### config.mk
export PLATFORM = sky130hd
export DESIGN_NAME = misc_config_block
export DESIGN_NICKNAME = d
export VERILOG_FILES = /design/src/verilog/misc_config_pkg.sv /design/src/verilog/misc_config_block.sv
export SDC_FILE = /design/constraint.sdc
export NUM_CORES = 1
export LEC_CHECK = 0
export BUFFER_PORTS_ARGS = -buffer_cell sky130_fd_sc_hd__buf_4
export CAP_MARGIN = 25
export CORE_AREA = 2 2 257 259
export DETAILED_ROUTE_END_ITERATION = 8
export DIE_AREA = 0 0 259 261
export SETUP_SLACK_MARGIN = 0.3
export SYNTH_ARGS = -nofsm -noshare
export SYNTH_HDL_FRONTEND = slang
export SYNTH_SLANG_ARGS = --single-unit
### constraint.sdc
create_clock -name clock_in -period 7.05 [get_ports clock_in]
set_input_delay 0.3525 -clock clock_in [delete_from_list [all_inputs] [get_ports clock_in]]
set_output_delay 0.3525 -clock clock_in [all_outputs]
set_load 0.005 [all_outputs]
### src/verilog/misc_config_pkg.sv
// Constants for the converter's miscellaneous configuration commands.
// Assumes a PMBus transaction engine decodes frames and hands over commands.
package misc_config_pkg;
	// ------------------------------------------------------------
	// Command codes
	// ------------------------------------------------------------
	localparam logic [7:0] CMD_MISC_OPTIONS = 8'hED;
	localparam logic [7:0] CMD_STRAP_OVR    = 8'hEE;
	localparam logic [7:0] CMD_TARGET_ADDR  = 8'hEF;
	localparam logic [7:0] CMD_SETTINGS_CRC = 8'hF0;

	// ------------------------------------------------------------
	// Options word fields
	// ------------------------------------------------------------
	localparam int MISC_PEC_REQ      = 15;
	localparam int MISC_SHDN_RELOAD  = 14;
	localparam int MISC_FLT_RELOAD   = 13;
	localparam int MISC_RESET_MODE   = 12;
	localparam int MISC_PULLUP_DIS   = 3;
	localparam int MISC_FLT_CLR_MODE = 2;
	localparam int MISC_RES_LSB      = 0;

	localparam logic [1:0] RES_12 = 2'h0;
	localparam logic [1:0] RES_10 = 2'h1;
	localparam logic [1:0] RES_8  = 2'h2;
	localparam logic [3:0] BITS_12 = 4'hC;
	localparam logic [3:0] BITS_10 = 4'hA;
	localparam logic [3:0] BITS_8  = 4'h8;
	localparam logic [3:0] BITS_6  = 4'h6;

	// ------------------------------------------------------------
	// Setting groups and their override bit positions
	// ------------------------------------------------------------
	localparam int NGRP = 9;
	// 0 vout,1 freq,2 iout oc,3 rise,4 phase_setting_a,5 follower,6 comp,7 sync,8 stack
	localparam logic [NGRP-1:0][3:0] GRP_OVR_BIT = {
		4'hC, 4'hB, 4'h9, 4'h8, 4'h5, 4'h3, 4'h2, 4'h1, 4'h0};
	localparam int GRP_VOUT = 0;

	// ------------------------------------------------------------
	// Address and checksum
	// ------------------------------------------------------------
	localparam logic [6:0] RSV_ADDR_A = 7'h0C;
	localparam logic [6:0] RSV_ADDR_B = 7'h28;
	localparam logic [6:0] RSV_ADDR_C = 7'h37;
	localparam logic [6:0] RSV_ADDR_D = 7'h61;
	localparam logic [15:0] CRC_POLY = 16'h8005;
	localparam logic [15:0] CRC_INIT = 16'h0000;
	localparam int CRC_WORDS = NGRP + 3;
	localparam logic [3:0] CRC_LAST_WORD = 4'hB;
	localparam logic [3:0] FAULT_COUNTER_CLEAR_MODE_MAX = 4'hF;
endpackage : misc_config_pkg
### src/verilog/misc_config_block.sv
// Miscellaneous configuration commands of a digital power converter.
// Assumes commands arrive already decoded, one-cycle valid, synchronous.
`timescale 1ns/1ps
module misc_config_block (
	input  wire logic                                   clock_in,
	input  wire logic                                   rst_b_in,
	input  wire logic                                   cmd_valid_in,
	input  wire logic                                   cmd_write_in,
	input  wire logic [7:0]                             cmd_code_in,
	input  wire logic [15:0]                            cmd_data_in,
	input  wire logic                                   cmd_pec_present_in,
	input  wire logic                                   addr_query_in,
	input  wire logic [6:0]                             addr_query_value_in,
	input  wire logic                                   nvm_store_done_in,
	input  wire logic                                   nvm_restore_in,
	input  wire logic [15:0]                            nvm_misc_in,
	input  wire logic [15:0]                            nvm_override_in,
	input  wire logic [6:0]                             nvm_address_in,
	input  wire logic                                   strap_address_valid_in,
	input  wire logic [6:0]                             strap_address_in,
	input  wire logic [misc_config_pkg::NGRP-1:0][15:0] nvm_val_in,
	input  wire logic [misc_config_pkg::NGRP-1:0][15:0] strap_val_in,
	input  wire logic [15:0]                            boot_voltage_in,
	input  wire logic                                   shutdown_event_in,
	input  wire logic                                   fault_restart_in,
	input  wire logic                                   fault_retry_mode_in,
	input  wire logic                                   pwm_tick_in,
	input  wire logic                                   pwm_fault_in,
	input  wire logic                                   power_good_in,
	input  wire logic                                   reset_assert_in,
	output logic                                        rsp_valid_out,
	output logic [15:0]                                 rsp_data_out,
	output logic                                        rsp_pec_error_out,
	output logic                                        rsp_data_error_out,
	output logic                                        rsp_cmd_error_out,
	output logic                                        addr_ack_out,
	output logic [6:0]                                  target_address_out,
	output logic [15:0]                                 misc_options_word_out,
	output logic [15:0]                                 strap_override_word_out,
	output logic [15:0]                                 settings_crc_out,
	output logic                                        settings_busy_out,
	output logic [misc_config_pkg::NGRP-1:0][15:0]      setting_out,
	output logic [misc_config_pkg::NGRP-1:0]            setting_from_pin_out,
	output logic [15:0]                                 vout_command_out,
	output logic [3:0]                                  fault_count_out,
	output logic [3:0]                                  telemetry_resolution_out,
	output logic                                        pin_reset_mode_out,
	output logic                                        pin_pullup_en_out,
	output logic                                        power_good_or_reset_pin_out,
	output logic                                        power_good_or_reset_pin_oe_out
);
	typedef enum logic [1:0] {ST_BOOT, ST_APPLY, ST_CRC, ST_IDLE} seq_state_t;

	seq_state_t  state;
	seq_state_t  next_state;
	logic [15:0] misc_options_word;
	logic [15:0] strap_override_word;
	logic [6:0]  bus_target_address;
	logic [15:0] settings_crc;
	logic [15:0] crc_acc;
	logic [3:0]  crc_word_idx;
	logic [3:0]  crc_bit_idx;
	logic [misc_config_pkg::NGRP-1:0][15:0] strap_latched;

	// ------------------------------------------------------------
	// Command decode
	// ------------------------------------------------------------
	wire hit_misc   = cmd_code_in == misc_config_pkg::CMD_MISC_OPTIONS;
	wire hit_ovr    = cmd_code_in == misc_config_pkg::CMD_STRAP_OVR;
	wire hit_addr   = cmd_code_in == misc_config_pkg::CMD_TARGET_ADDR;
	wire hit_crc    = cmd_code_in == misc_config_pkg::CMD_SETTINGS_CRC;
	wire hit_any    = hit_misc | hit_ovr | hit_addr | hit_crc;
	wire pec_reject = misc_options_word[misc_config_pkg::MISC_PEC_REQ] &
		~cmd_pec_present_in;
	wire take       = cmd_valid_in & hit_any & ~pec_reject;
	wire wr_ok      = take & cmd_write_in;
	wire addr_rsvd  = cmd_data_in[6:0] inside {misc_config_pkg::RSV_ADDR_A,
		misc_config_pkg::RSV_ADDR_B, misc_config_pkg::RSV_ADDR_C,
		misc_config_pkg::RSV_ADDR_D};
	wire wr_misc    = wr_ok & hit_misc;
	wire wr_ovr     = wr_ok & hit_ovr;
	wire wr_addr    = wr_ok & hit_addr & ~addr_rsvd;
	wire wr_crc     = wr_ok & hit_crc;
	wire wr_badaddr = wr_ok & hit_addr & addr_rsvd;

	wire [15:0] read_mux = hit_misc ? misc_options_word :
		hit_ovr ? strap_override_word :
		hit_addr ? {9'h000, bus_target_address} :
		hit_crc ? settings_crc : 16'h0000;

	// ------------------------------------------------------------
	// Load sequencer
	// ------------------------------------------------------------
	wire boot_cycle  = state == ST_BOOT;
	wire apply_cycle = state == ST_APPLY;
	wire crc_run     = state == ST_CRC;
	wire crc_done    = crc_run & crc_word_idx == misc_config_pkg::CRC_LAST_WORD &
		crc_bit_idx == 4'h0;

	always_comb begin
		next_state = state;
		case (state)
			ST_BOOT:  next_state = ST_APPLY;
			ST_APPLY: next_state = ST_CRC;
			ST_CRC:   if (crc_done) next_state = ST_IDLE;
			ST_IDLE: begin
				if (nvm_restore_in) begin
					next_state = ST_APPLY;
				end else if (nvm_store_done_in) begin
					next_state = ST_CRC;
				end
			end
			default:  next_state = ST_BOOT;
		endcase
	end

	always_ff @(posedge clock_in or negedge rst_b_in) begin
		if (!rst_b_in) begin
			state <= ST_BOOT;
		end else begin
			state <= next_state;
		end
	end

	// Restore reloads stored words first
	wire nvm_load = boot_cycle | (state == ST_IDLE & nvm_restore_in);

	// ------------------------------------------------------------
	// Configuration registers
	// ------------------------------------------------------------
	always_ff @(posedge clock_in or negedge rst_b_in) begin
		if (!rst_b_in) begin
			misc_options_word <= 16'h0000;
			strap_override_word <= 16'h0000;
		end else begin
			if (wr_misc | nvm_load) misc_options_word <= wr_misc ? cmd_data_in : nvm_misc_in;
			if (wr_ovr | nvm_load) strap_override_word <= wr_ovr ? cmd_data_in : nvm_override_in;
		end
	end

	// Host write wins over a same-cycle restore; it is newer intent
	always_ff @(posedge clock_in or negedge rst_b_in) begin
		if (!rst_b_in) begin
			bus_target_address <= 7'h00;
		end else if (wr_addr) begin
			bus_target_address <= cmd_data_in[6:0];
		end else if (boot_cycle & strap_address_valid_in) begin
			bus_target_address <= strap_address_in;
		end else if (nvm_load) begin
			bus_target_address <= nvm_address_in;
		end
	end

	// ------------------------------------------------------------
	// Pin-strapped versus stored settings, one per group
	// ------------------------------------------------------------
	genvar g;
	generate
		for (g = 0; g < misc_config_pkg::NGRP; g++) begin : g_grp
			wire use_pin = strap_override_word[misc_config_pkg::GRP_OVR_BIT[g]];
			always_ff @(posedge clock_in or negedge rst_b_in) begin
				if (!rst_b_in) begin
					strap_latched[g] <= 16'h0000;
					setting_out[g] <= 16'h0000;
					setting_from_pin_out[g] <= 1'b0;
				end else begin
					if (boot_cycle) begin
						strap_latched[g] <= strap_val_in[g];
					end
					if (apply_cycle) begin
						setting_out[g] <= use_pin ? strap_latched[g] : nvm_val_in[g];
						setting_from_pin_out[g] <= use_pin;
					end
				end
			end
		end
	endgenerate

	// ------------------------------------------------------------
	// Output voltage command and boot voltage reload
	// ------------------------------------------------------------
	wire shdn_reload = shutdown_event_in &
		misc_options_word[misc_config_pkg::MISC_SHDN_RELOAD];
	wire flt_reload  = fault_restart_in & fault_retry_mode_in &
		misc_options_word[misc_config_pkg::MISC_FLT_RELOAD];
	wire vout_pin    = strap_override_word[misc_config_pkg::GRP_OVR_BIT[0]];

	always_ff @(posedge clock_in or negedge rst_b_in) begin
		if (!rst_b_in) begin
			vout_command_out <= 16'h0000;
		end else if (apply_cycle) begin
			vout_command_out <= vout_pin ? strap_latched[misc_config_pkg::GRP_VOUT] :
				nvm_val_in[misc_config_pkg::GRP_VOUT];
		end else if (shdn_reload | flt_reload) begin
			vout_command_out <= boot_voltage_in;
		end
	end

	// ------------------------------------------------------------
	// Fault counter
	// ------------------------------------------------------------
	wire clr_mode = misc_options_word[misc_config_pkg::MISC_FLT_CLR_MODE];

	always_ff @(posedge clock_in or negedge rst_b_in) begin
		if (!rst_b_in) begin
			fault_count_out <= 4'h0;
		end else if (pwm_tick_in) begin
			if (pwm_fault_in) begin
				if (fault_count_out != misc_config_pkg::FAULT_COUNTER_CLEAR_MODE_MAX) begin
					fault_count_out <= fault_count_out + 4'h1;
				end
			end else if (clr_mode) begin
				fault_count_out <= 4'h0;
			end else if (fault_count_out != 4'h0) begin
				fault_count_out <= fault_count_out - 4'h1;
			end
		end
	end

	// ------------------------------------------------------------
	// Settings checksum, one bit per clock, msb first
	// ------------------------------------------------------------
	logic [15:0] crc_word;
	always_comb begin
		crc_word = 16'h0000;
		case (crc_word_idx)
			4'h0:    crc_word = misc_options_word;
			4'h1:    crc_word = strap_override_word;
			4'h2:    crc_word = {9'h000, bus_target_address};
			default: crc_word = nvm_val_in[crc_word_idx - 4'h3];
		endcase
	end

	wire        crc_fb   = crc_acc[15] ^ crc_word[crc_bit_idx];
	wire [15:0] crc_next = {crc_acc[14:0], 1'b0} ^
		(crc_fb ? misc_config_pkg::CRC_POLY : 16'h0000);

	always_ff @(posedge clock_in or negedge rst_b_in) begin
		if (!rst_b_in) begin
			crc_acc <= misc_config_pkg::CRC_INIT;
			crc_word_idx <= 4'h0;
			crc_bit_idx <= 4'hF;
			settings_crc <= 16'h0000;
		end else if (crc_run) begin
			crc_acc <= crc_next;
			crc_bit_idx <= crc_bit_idx - 4'h1;
			if (crc_bit_idx == 4'h0) begin
				crc_word_idx <= crc_word_idx + 4'h1;
			end
			if (crc_done) begin
				settings_crc <= crc_next;
			end
		end else begin
			crc_acc <= misc_config_pkg::CRC_INIT;
			crc_word_idx <= 4'h0;
			crc_bit_idx <= 4'hF;
		end
	end

	// ------------------------------------------------------------
	// Command answers and address match
	// ------------------------------------------------------------
	always_ff @(posedge clock_in or negedge rst_b_in) begin
		if (!rst_b_in) begin
			rsp_valid_out <= 1'b0;
			rsp_data_out <= 16'h0000;
			rsp_pec_error_out <= 1'b0;
			rsp_data_error_out <= 1'b0;
			rsp_cmd_error_out <= 1'b0;
		end else begin
			rsp_valid_out <= cmd_valid_in & hit_any;
			rsp_data_out <= take & ~cmd_write_in ? read_mux : 16'h0000;
			rsp_pec_error_out <= cmd_valid_in & hit_any & pec_reject;
			rsp_data_error_out <= wr_badaddr;
			rsp_cmd_error_out <= wr_crc;
		end
	end

	// Live register, so a rewrite moves the match at once
	always_ff @(posedge clock_in or negedge rst_b_in) begin
		if (!rst_b_in) begin
			addr_ack_out <= 1'b0;
		end else begin
			addr_ack_out <= addr_query_in &
				addr_query_value_in == bus_target_address;
		end
	end

	// ------------------------------------------------------------
	// Register mirrors, resolution and shared pin
	// ------------------------------------------------------------
	wire [1:0] res_field = misc_options_word[misc_config_pkg::MISC_RES_LSB +: 2];
	wire [3:0] res_bits  = res_field == misc_config_pkg::RES_12 ? misc_config_pkg::BITS_12 :
		res_field == misc_config_pkg::RES_10 ? misc_config_pkg::BITS_10 :
		res_field == misc_config_pkg::RES_8 ? misc_config_pkg::BITS_8 :
		misc_config_pkg::BITS_6;
	wire rst_mode  = misc_options_word[misc_config_pkg::MISC_RESET_MODE];
	wire pull_en   = rst_mode & ~misc_options_word[misc_config_pkg::MISC_PULLUP_DIS];
	// Open drain: pull low when not good; in reset mode, only when reset is asserted
	wire pin_low   = rst_mode ? reset_assert_in : ~power_good_in;

	always_ff @(posedge clock_in or negedge rst_b_in) begin
		if (!rst_b_in) begin
			target_address_out <= 7'h00;
			misc_options_word_out <= 16'h0000;
			strap_override_word_out <= 16'h0000;
			settings_crc_out <= 16'h0000;
			settings_busy_out <= 1'b1;
			telemetry_resolution_out <= misc_config_pkg::BITS_12;
			pin_reset_mode_out <= 1'b0;
			pin_pullup_en_out <= 1'b0;
			power_good_or_reset_pin_out <= 1'b0;
			power_good_or_reset_pin_oe_out <= 1'b1;
		end else begin
			target_address_out <= bus_target_address;
			misc_options_word_out <= misc_options_word;
			strap_override_word_out <= strap_override_word;
			settings_crc_out <= settings_crc;
			settings_busy_out <= next_state != ST_IDLE;
			telemetry_resolution_out <= res_bits;
			pin_reset_mode_out <= rst_mode;
			pin_pullup_en_out <= pull_en;
			power_good_or_reset_pin_out <= 1'b0;
			power_good_or_reset_pin_oe_out <= pin_low;
		end
	end
endmodule : misc_config_block

# After elaboration in Yosys (flattened, before gate mapping)
# Index checks and enable logic that the tools add are counted.
# W data, S select, Z words.
[totals]
reg_bits = 482
input_bits = 397
output_inout_bits = 258
wordCells = 170
[classes]
addsub = 5
order_cmp = 2
eq_ne = 21
mux = 43
bitwise = 36
n_reduce_logical = 11
[ops]
columns = ["operator", "count"]
rows = [
  ["$mux W16", 21],
  ["$bmux W16 S4", 1],
  ["$pmux W16 S3", 1],
  ["$mux W4", 10],
  ["$eq A8 B8 Y1 const B", 4],
  ["$and A1 B1 Y1", 21],
  ["$mux W7", 3],
  ["$xor A16 B16 Y16", 1],
  ["$eq A7 B6 Y1 const B", 2],
  ["$lt A4 B5 Y1 const B", 2],
  ["$add A4 B1 Y4 const B", 2],
  ["$logic_not A4 Y1", 2],
  ["$pmux W2 S4", 1],
  ["$reduce_bool A4 Y1", 2],
  ["$sub A4 B1 Y4 const B", 2],
  ["$eq A7 B4 Y1 const B", 1],
  ["$eq A7 B7 Y1", 1],
  ["$eq A7 B7 Y1 const B", 1],
  ["$or A1 B1 Y1", 7],
  ["$eq A2 B2 Y1 const B", 3],
  ["$mux W2", 3],
  ["$not A1 Y1", 6],
  ["$reduce_bool A3 Y1", 2],
  ["$bmux W1 S4", 1],
  ["14 further kinds", 18],
]

# Depth between registers and ports, before layout
# Gate-level depths: netlist (run 1).
[logic_depth]
depth_word = 10
mapped_depth = 15

# Worst setup path before layout (run 1)
# OpenSTA, ideal clock, no wires.
[synth_timing]
kind = "register to register"
start = "register crc_word_idx[0]"
end = "register crc_acc[15]"
t_arrival_ns = 3.516
required_time_ns = 6.971
slack_ns = 3.455
stages_incl_launch_ff = 15
path_buffers = 5
synth_period_minus_slack_ns = 3.595
path_cell_list = "dfrtp_1 buf_6 buf_2 buf_2 inv_1 ha_1 buf_2 buf_1 mux4_2 a32oi_1 nand3_1 a221oi_2 o221ai_2 a211oi_4 mux2i_1"
[synth_via]
elab_chain_cells = 10
[synth_rtl]
columns = ["element", "line", "rtl"]
rows = [
  ["start: declaration", "misc_config_block.sv:61", "logic [3:0] crc_word_idx;"],
  ["start signal: assignment", "misc_config_block.sv:248", "crc_word_idx <= crc_word_idx + 4'h1;"],
  ["$sub A4 B2 Y4", "misc_config_block.sv:230", "default: crc_word = nvm_val_in[crc_word_idx - 4'h3];"],
  ["$bmux W16 S4", "misc_config_block.sv:230", ""],
  ["$mux W16 (implied by the code)", "misc_config_block.sv:230", ""],
  ["$pmux W16 S3 *", "misc_config_block.sv:226", "case (crc_word_idx)"],
  ["$bmux W1 S4 *", "misc_config_block.sv:234", "wire crc_fb = crc_acc[15] ^ crc_word[crc_bit_idx];"],
  ["$mux W1 (implied by the code) *", "misc_config_block.sv:234", ""],
  ["$xor A1 B1 Y1 *", "misc_config_block.sv:234", ""],
  ["$mux W16 *", "misc_config_block.sv:236", "(crc_fb ? misc_config_pkg::CRC_POLY : 16'h0000);"],
  ["$xor A16 B16 Y16 *", "misc_config_block.sv:235", "wire [15:0] crc_next = {crc_acc[14:0], 1'b0} ^"],
  ["$mux W16 *", "misc_config_block.sv:244", "end else if (crc_run) begin"],
  ["end signal: assignment", "misc_config_block.sv:240", "crc_acc <= misc_config_pkg::CRC_INIT;"],
  ["end signal: assignment", "misc_config_block.sv:245", "crc_acc <= crc_next;"],
  ["end signal: assignment", "misc_config_block.sv:254", "crc_acc <= misc_config_pkg::CRC_INIT;"],
  ["end: declaration", "misc_config_block.sv:60", "logic [15:0] crc_acc;"],
]
# Mark *: on every way between the ends. The rest lies on a longest branch, timed or not. The select of a mux whose other input is x is not followed.
# A chain may end at the register's enable or synchronous reset.

# Worst setup path in the final report (run 1)
[layout_timing]
start = "register crc_word_idx[0]"
end = "register crc_acc[2]"
# Same word-level chain as after synthesis.

==> results of run 1 <==
logic make-up (layout without fill, tap and decap cells):
| group | after synthesis | count (layout) | synth area share |
|---|---|---|---|
| buf+inv | 148 | 972 | 0.0280 |
| mux | 364 | 364 | 0.202 |
| simple gates | 454 | 454 | 0.0907 |
| flops | 480 | 480 | 0.566 |
| xor+xnor | 16 | 16 | 0.00749 |
| fa+ha+maj | 11 | 11 | 0.00649 |
| other cells | 1 | 4 | 0.000177 |
| compound gates | 337 | 337 | 0.0988 |
power groups by stage:
stage	clock network (uW)	logic (uW)	registers (uW)
finish	2780	824	3020
global route	2950	896	3040
CTS	2840	830	3020
detailed placement	0	745	3060
global placement	0	732	3060
floorplan	0	254	3020
layer usage:
layer | vias up | wire (um) | global-route usage
met5 | - | 47 | 0
met4 | 6 | 3160 | 0.0926
met3 | 160 | 6110 | 0.0572
met2 | 742 | 41700 | 0.418
met1 | 8973 | 34200 | 0.308
li1 | 7991 | - | -
final timing paths:
kind	from	endpoint	cells past startpoint
setup reg to reg	crc_word_idx[0]	crc_acc[2]	10
min in group asynchronous	rst_b_in	misc_options_word[9]	2
hold / removal	cmd_data_in[13]	strap_override_word[13]	3
max in group asynchronous	rst_b_in	strap_latched[142]	3
hold reg to reg	settings_crc[7]	settings_crc_out[7]	0
setup / recovery	crc_word_idx[0]	crc_acc[2]	10
area by class of cell:
class | instances | area [um2] | area share
diodes | 2 | 5.00 | 0.000164
clock buffers | 79 | 1620 | 0.0529
clock inverters | 16 | 111 | 0.00364
inverters | 18 | 67.6 | 0.00221
multi-input cells | 1184 | 8650 | 0.283
flip-flops and latches | 480 | 12000 | 0.394
well taps | 864 | 1080 | 0.0354
repair buffers | 859 | 6990 | 0.229
worst max-delay path, stage by stage (launching register included):
cell and delay (ns):
dfrtp_2 0.67, inv_1 0.22, ha_2 1.02, nor2b_1 0.28
a21boi_0 0.27, a221oi_1 0.37, a311oi_1 0.09, o32ai_1 0.58
a21oi_1 0.20, a211oi_4 0.36, mux2i_1 0.24
synthesized netlist by cell type, drive strengths merged, types with 3 or more instances:
library cell / instances / area (um2)
a31oi: 34 / 213
clkbuf: 101 / 379
nand4: 8 / 50.1
a21oi: 28 / 144
nor4: 3 / 18.8
o211ai: 4 / 35.0
dfstp: 8 / 210
a211oi: 11 / 95.1
and2: 18 / 113
mux2i: 161 / 1610
nor2b: 7 / 43.8
mux2: 170 / 1910
o21a: 16 / 120
buf: 29 / 148
o21ai: 182 / 911
mux4: 33 / 758
a32oi: 3 / 26.3
a221oi: 13 / 120
nor2: 71 / 267
nand2: 293 / 1100
xor2: 3 / 45.1
xnor2: 13 / 114
inv: 17 / 63.8
dfrtp: 472 / 11800
and3: 3 / 18.8
a222oi: 13 / 130
a22oi: 8 / 60.1
nor3: 15 / 80.1
ha: 11 / 138
nand3: 15 / 80.1
a221o: 5 / 50.1
nand2b: 8 / 50.1
or3: 3 / 18.8
state kept, by name, summed over array words and instances, names as in the netlist, 7 cells and up:
signal                   flops
bus_target_address           7
misc_options_word_out       16
strap_override_word_out     16
misc_options_word           16
rsp_data_out                16
crc_acc                     16
vout_command_out            16
settings_crc_out            16
strap_latched              144
setting_from_pin_out         9
settings_crc                16
strap_override_word         16
target_address_out           7
setting_out                144
what timing repair did:
| action | CTS | global route |
|---|---|---|
| resized for setup | 0 | 0 |
| hold buffers | 174 | 0 |
| endpoints found under the hold margin | 263 | 0 |
placed cells by master (no fill, tap or decap), drive strengths merged, types with 13 or more instances in the layout:
cell type    instances
nor2                71
mux2i              161
nand2              293
dlygate4sd3        174
nand3               15
and2                18
o21a                16
xnor2               13
a222oi              13
a21oi               28
mux4                33
a31oi               34
a221oi              13
buf                684
dfrtp              472
o21ai              182
inv                 20
mux2               170
clkbuf              80
nor3                15
through the flow:
step	worst slack, ns	util	instances	cell area (um2)	total power (uW)
5_1_grt	2.20	0.470	3500	30600	6880
4_1_cts	2.04	0.468	3495	30500	6690
2_1_floorplan	3.45	-	1812	21200	3280
3_3_place_gp	2.28	0.414	3224	26900	3790
3_5_place_dp	2.07	0.415	3226	27000	3810
6_report	2.65	0.470	3502	30600	6620
==> impl_metrics.csv, run 1 <==
group,metric,value,unit
detailed_routing,drt_iter0_markers,1234,
sta,maxSlewHeadroom,0.290,
yosys,synth_edf_count,0,
floorplanning,core,65000,um2
pwr,peakVddDrop,0.185,mV
setup_path,critPathKind,"reg -> reg",
clocking,cts_root_buf,"clkbuf_16",
clocking,numCtsBuffers,54,
setup_path,rrSetupSlack,2.65,ns
pwr,p_int,4930,uW
place,dpl.hpwl,63.7,mm
floorplanning,die_h,261,um
detailed_routing,dr.pass1.iters,8,
floorplanning,die_w,259,um
yosys,synth.avg_cell_area,11.7,um2
pwr,p_clk_frac,0.420,
clocking,clock_latency,0.61,ns
yosys,ys_ff_latch,480,
global_routing,grt_pass1_wl,123,mm
detailed_routing,drc_errors,0,
floorplanning,rows,94,
sta,drv_slew,0,
yosys,synth_ff_type,"dfrtp_1",
setup_path,cp_max_fo,35,
run_status,status,"finished, final reports clean",
clocking,cts.sinks,480,
global_routing,grt_pass1_vias,18700,
pwr,combinationalPowerShare,0.124,
setup_path,crit_arrival,4.92,ns
detailed_routing,ant_nets,0,
clocking,cts_tree,"built",
yosys,async_flop_share,1.00,
detailed_routing,wl_per_cell,24.3,um
floorplanning,initial_core_util,0.326,
sta,finalHoldViolCount,0,
global_routing,gr-usage-all-layers,0.247,
layout,n_fill_cell,5952,
sta,post-route-min-period,4.40,ns
clocking,htreeDepth,2,
pwr,switching_power,1690,uW
clocking,cts_setup_buffers,0,
global_routing,grt_antenna_before_repair,5,
layout,synthToLayoutAreaGrowth,44.0,%
yosys,ys_types,69,
floorplanning,io_pins,655,
place,io_buffers,652,
global_routing,gr-total-overflow,0,
detailed_routing,vias,17900,
global_routing,grt_start_max_net_pins,157,
yosys,yosysWarningCount,0,
sta,holdWs,0.0359,ns
place,place_congestion,0.861,
sta,setup-tns-final,0,ns
yosys,syn-instance-count,1811,
pwr,seqPwrFrac,0.456,
setup_path,worst_ep_required_time,7.57,ns
sta,rsz0062_at_grt,"no",
detailed_routing,wl,85.2,mm
sta,worst_pin_slew,1.07,ns
setup_path,endpoint_kind,"flip-flop",
layout,drive_above_1_share,0.380,
floorplanning,die_area,67600,um2
clocking,clk_pin_slew,0.06,ns
pwr,swShare,0.255,
clocking,clockBufferDepth,3,
flow_run,max_cap_viol_count,0,
setup_path,startpoint_type,"flip-flop",
sta,skew,0.0218,ns
pwr,power_leakage,0.0149,uW
pwr,pwr_density_cell,217,nW/um2
sta,max_freq,0.227,GHz
yosys,syn-cell-area,21200,um2
sta,post-route-period-util,0.624,
min_path,min_path_type,"in -> reg",
detailed_routing,via_per_inst,5.10,
yosys,ys_seq_area_frac,0.566,
layout,fin_nets,3005,
sta,setup_viol,0,
Power figures use the tool's default switching activity.
==> run 2, diff against run 1 <==
clock period = 4.3 ns   (was 7.05 ns; I/O delays follow)
==> impl_metrics.csv, run 2 (same netlist as run 1, synthesis figures left out) <==
group,metric,value,unit
run_status,status,"finished with violations",
run_status,violations,"max-slew violations",
sta,maxSlewHeadroom,-0.0613,
detailed_routing,dr.pass1.iters,6,
clocking,cts_setup_buffers,0,
setup_path,worst_ep_required_time,4.82,ns
layout,utilization,0.501,
pwr,power_leakage,0.0158,uW
floorplanning,rows,94,
layout,synthToLayoutAreaGrowth,53.7,%
detailed_routing,drc_errors,0,
global_routing,grt_start_max_net_pins,258,
layout,fin_nets,3200,
place,dpl.hpwl,65.1,mm
clocking,cts_root_buf,"clkbuf_16",
floorplanning,die_h,261,um
setup_path,critPathKind,"reg -> reg",
place,dpl-instance-area,27100,um2
sta,post-route-period-util,0.852,
setup_path,cpLargestDelayFamily,"compound AO/OA/AOI/OAI gates",
floorplanning,io_pins,655,
floorplanning,initial_core_util,0.326,
clocking,clock_latency,0.60,ns
clocking,cts_tree,"built",
detailed_routing,wl,88.6,mm
sta,finalHoldViolCount,0,
layout,final_area,32600,um2
place,place_congestion,0.861,
setup_path,max_stage_delay,0.61,ns
setup_path,crit_chain,"buf_6, ha_1, xor2_4, mux4_1, nand4_1, o211ai_1, a221oi_2, o221ai_2, a211oi_4, mux2i_1",
layout,multi_input_area,8670,um2
floorplanning,core,65000,um2
detailed_routing,vias,18700,
detailed_routing,ant_nets,0,
sta,setup-tns-final,0,ns
global_routing,gr-total-overflow,0,
setup_path,r2r_start,"crc_word_idx[0]",
pwr,pwr_density_cell,345,nW/um2
min_path,hold_start,"nvm_val_in[9]",
pwr,peakVddDrop,0.285,mV
layout,n_fill_cell,5703,
clocking,cts.sinks,480,
detailed_routing,via_per_inst,5.06,
layout,mostFrequentLayoutCells,"679 x buf_4, 468 x dfrtp_1, 364 x dlygate4sd3_1",
detailed_routing,wl_per_cell,23.9,um
layout,drive_above_1_share,0.357,
setup_path,worst-path-buf-inv,1,
setup_path,crit_start,"crc_word_idx[0]",
sta,holdWs,0.0365,ns
sta,drv_slew,101,
sta,post-route-min-period,3.66,ns
layout,final-seq-area,12000,um2
global_routing,grt_antenna_before_repair,10,
clocking,htreeDepth,2,
floorplanning,die_w,259,um
clocking,clockBufferDepth,3,
sta,max_freq,0.273,GHz
layout,final_common_cell,"buf_4",
place,io_buffers,652,
sta,skew,0.0151,ns
setup_path,cp_max_fo,37,
setup_path,critPathSlowestCell,"mux4_1",
setup_path,crit_arrival,4.18,ns
setup_path,startpoint_type,"flip-flop",
global_routing,grt_pass1_vias,19900,
clocking,numCtsBuffers,55,
floorplanning,die_area,67600,um2
layout,top_regs,"setting_out: 144 flops, strap_latched: 144 flops",
sta,worst_pin_slew,1.59,ns
sta,rsz0062_at_grt,"no",
global_routing,grt_pass1_wl,129,mm
global_routing,gr-usage-all-layers,0.256,
clocking,clk_pin_slew,0.06,ns
sta,setup_viol,0,
detailed_routing,drt_iter0_markers,1259,
flow_run,max_cap_viol_count,0,
setup_path,endpoint_kind,"flip-flop",
min_path,min_path_type,"in -> reg",
[run 2: what timing repair did]
action / CTS / global route
hold endpoints to repair: 434 / 1
hold buffers: 363 / 1
resized for setup: 0 / 4
endpoints found under the setup margin: 0 / 4
[run 2: layer usage]
metal / track usage / part of all wire / routed length, um / vias to the layer above
met5: 0 / 0.00055 / 49 / -
met4: 0.110 / 0.046 / 4110 / 6
met3: 0.0741 / 0.080 / 7070 / 212
met2: 0.431 / 0.48 / 42500 / 821
met1: 0.307 / 0.39 / 34900 / 9329
li1: - / - / - / 8374
[run 2: layout make-up]
| cell class | count | share of cell area |
|---|---|---|
| tap | 864 | 0.0331 |
| antenna | 5 | 0.000384 |
| timing repair buffer | 1053 | 0.274 |
| clock buffer | 82 | 0.0502 |
| sequential | 480 | 0.369 |
| clock inverter | 20 | 0.00606 |
| inverter | 18 | 0.00207 |
| multi-input combinational | 1184 | 0.266 |
[run 2: worst register-to-register path, cell delays in order (launching register included)]
cell and delay (ns):
dfrtp_2 0.36, buf_6 0.37, ha_1 0.47, xor2_4 0.34, mux4_1 0.62, nand4_1 0.11, o211ai_1 0.13, a221oi_2 0.39
o221ai_2 0.22, a211oi_4 0.35, mux2i_1 0.22
[run 2: power by group]
part / internal (uW) / switching, uW
Sequential: 4750 / 219
Combinational: 862 / 648
Clock: 2810 / 1960
Total: 8420 / 2820
[run 2: path summary, 6_finish.rpt]
kind,cells past startpoint,end,slack [ns]
min in group asynchronous,2,misc_options_word[14],0.30
worst min register to register,0,settings_crc_out[8],0.41
max in group asynchronous,3,setting_out[16],2.81
worst min-delay path,4,setting_out[9],0.04
worst max register to register,10,crc_acc[15],0.64
worst max-delay path,10,crc_acc[15],0.64
[run 2: per-stage QoR]
step                setup WS (ns)  instances  power, uW
floorplan                   0.705       1812       5370
global placement            0.483       3233       6230
detailed placement          0.350       3233       6270
CTS                         0.331       3698      11400
global route                0.404       3704      11700
finish                      0.636       3706      11200
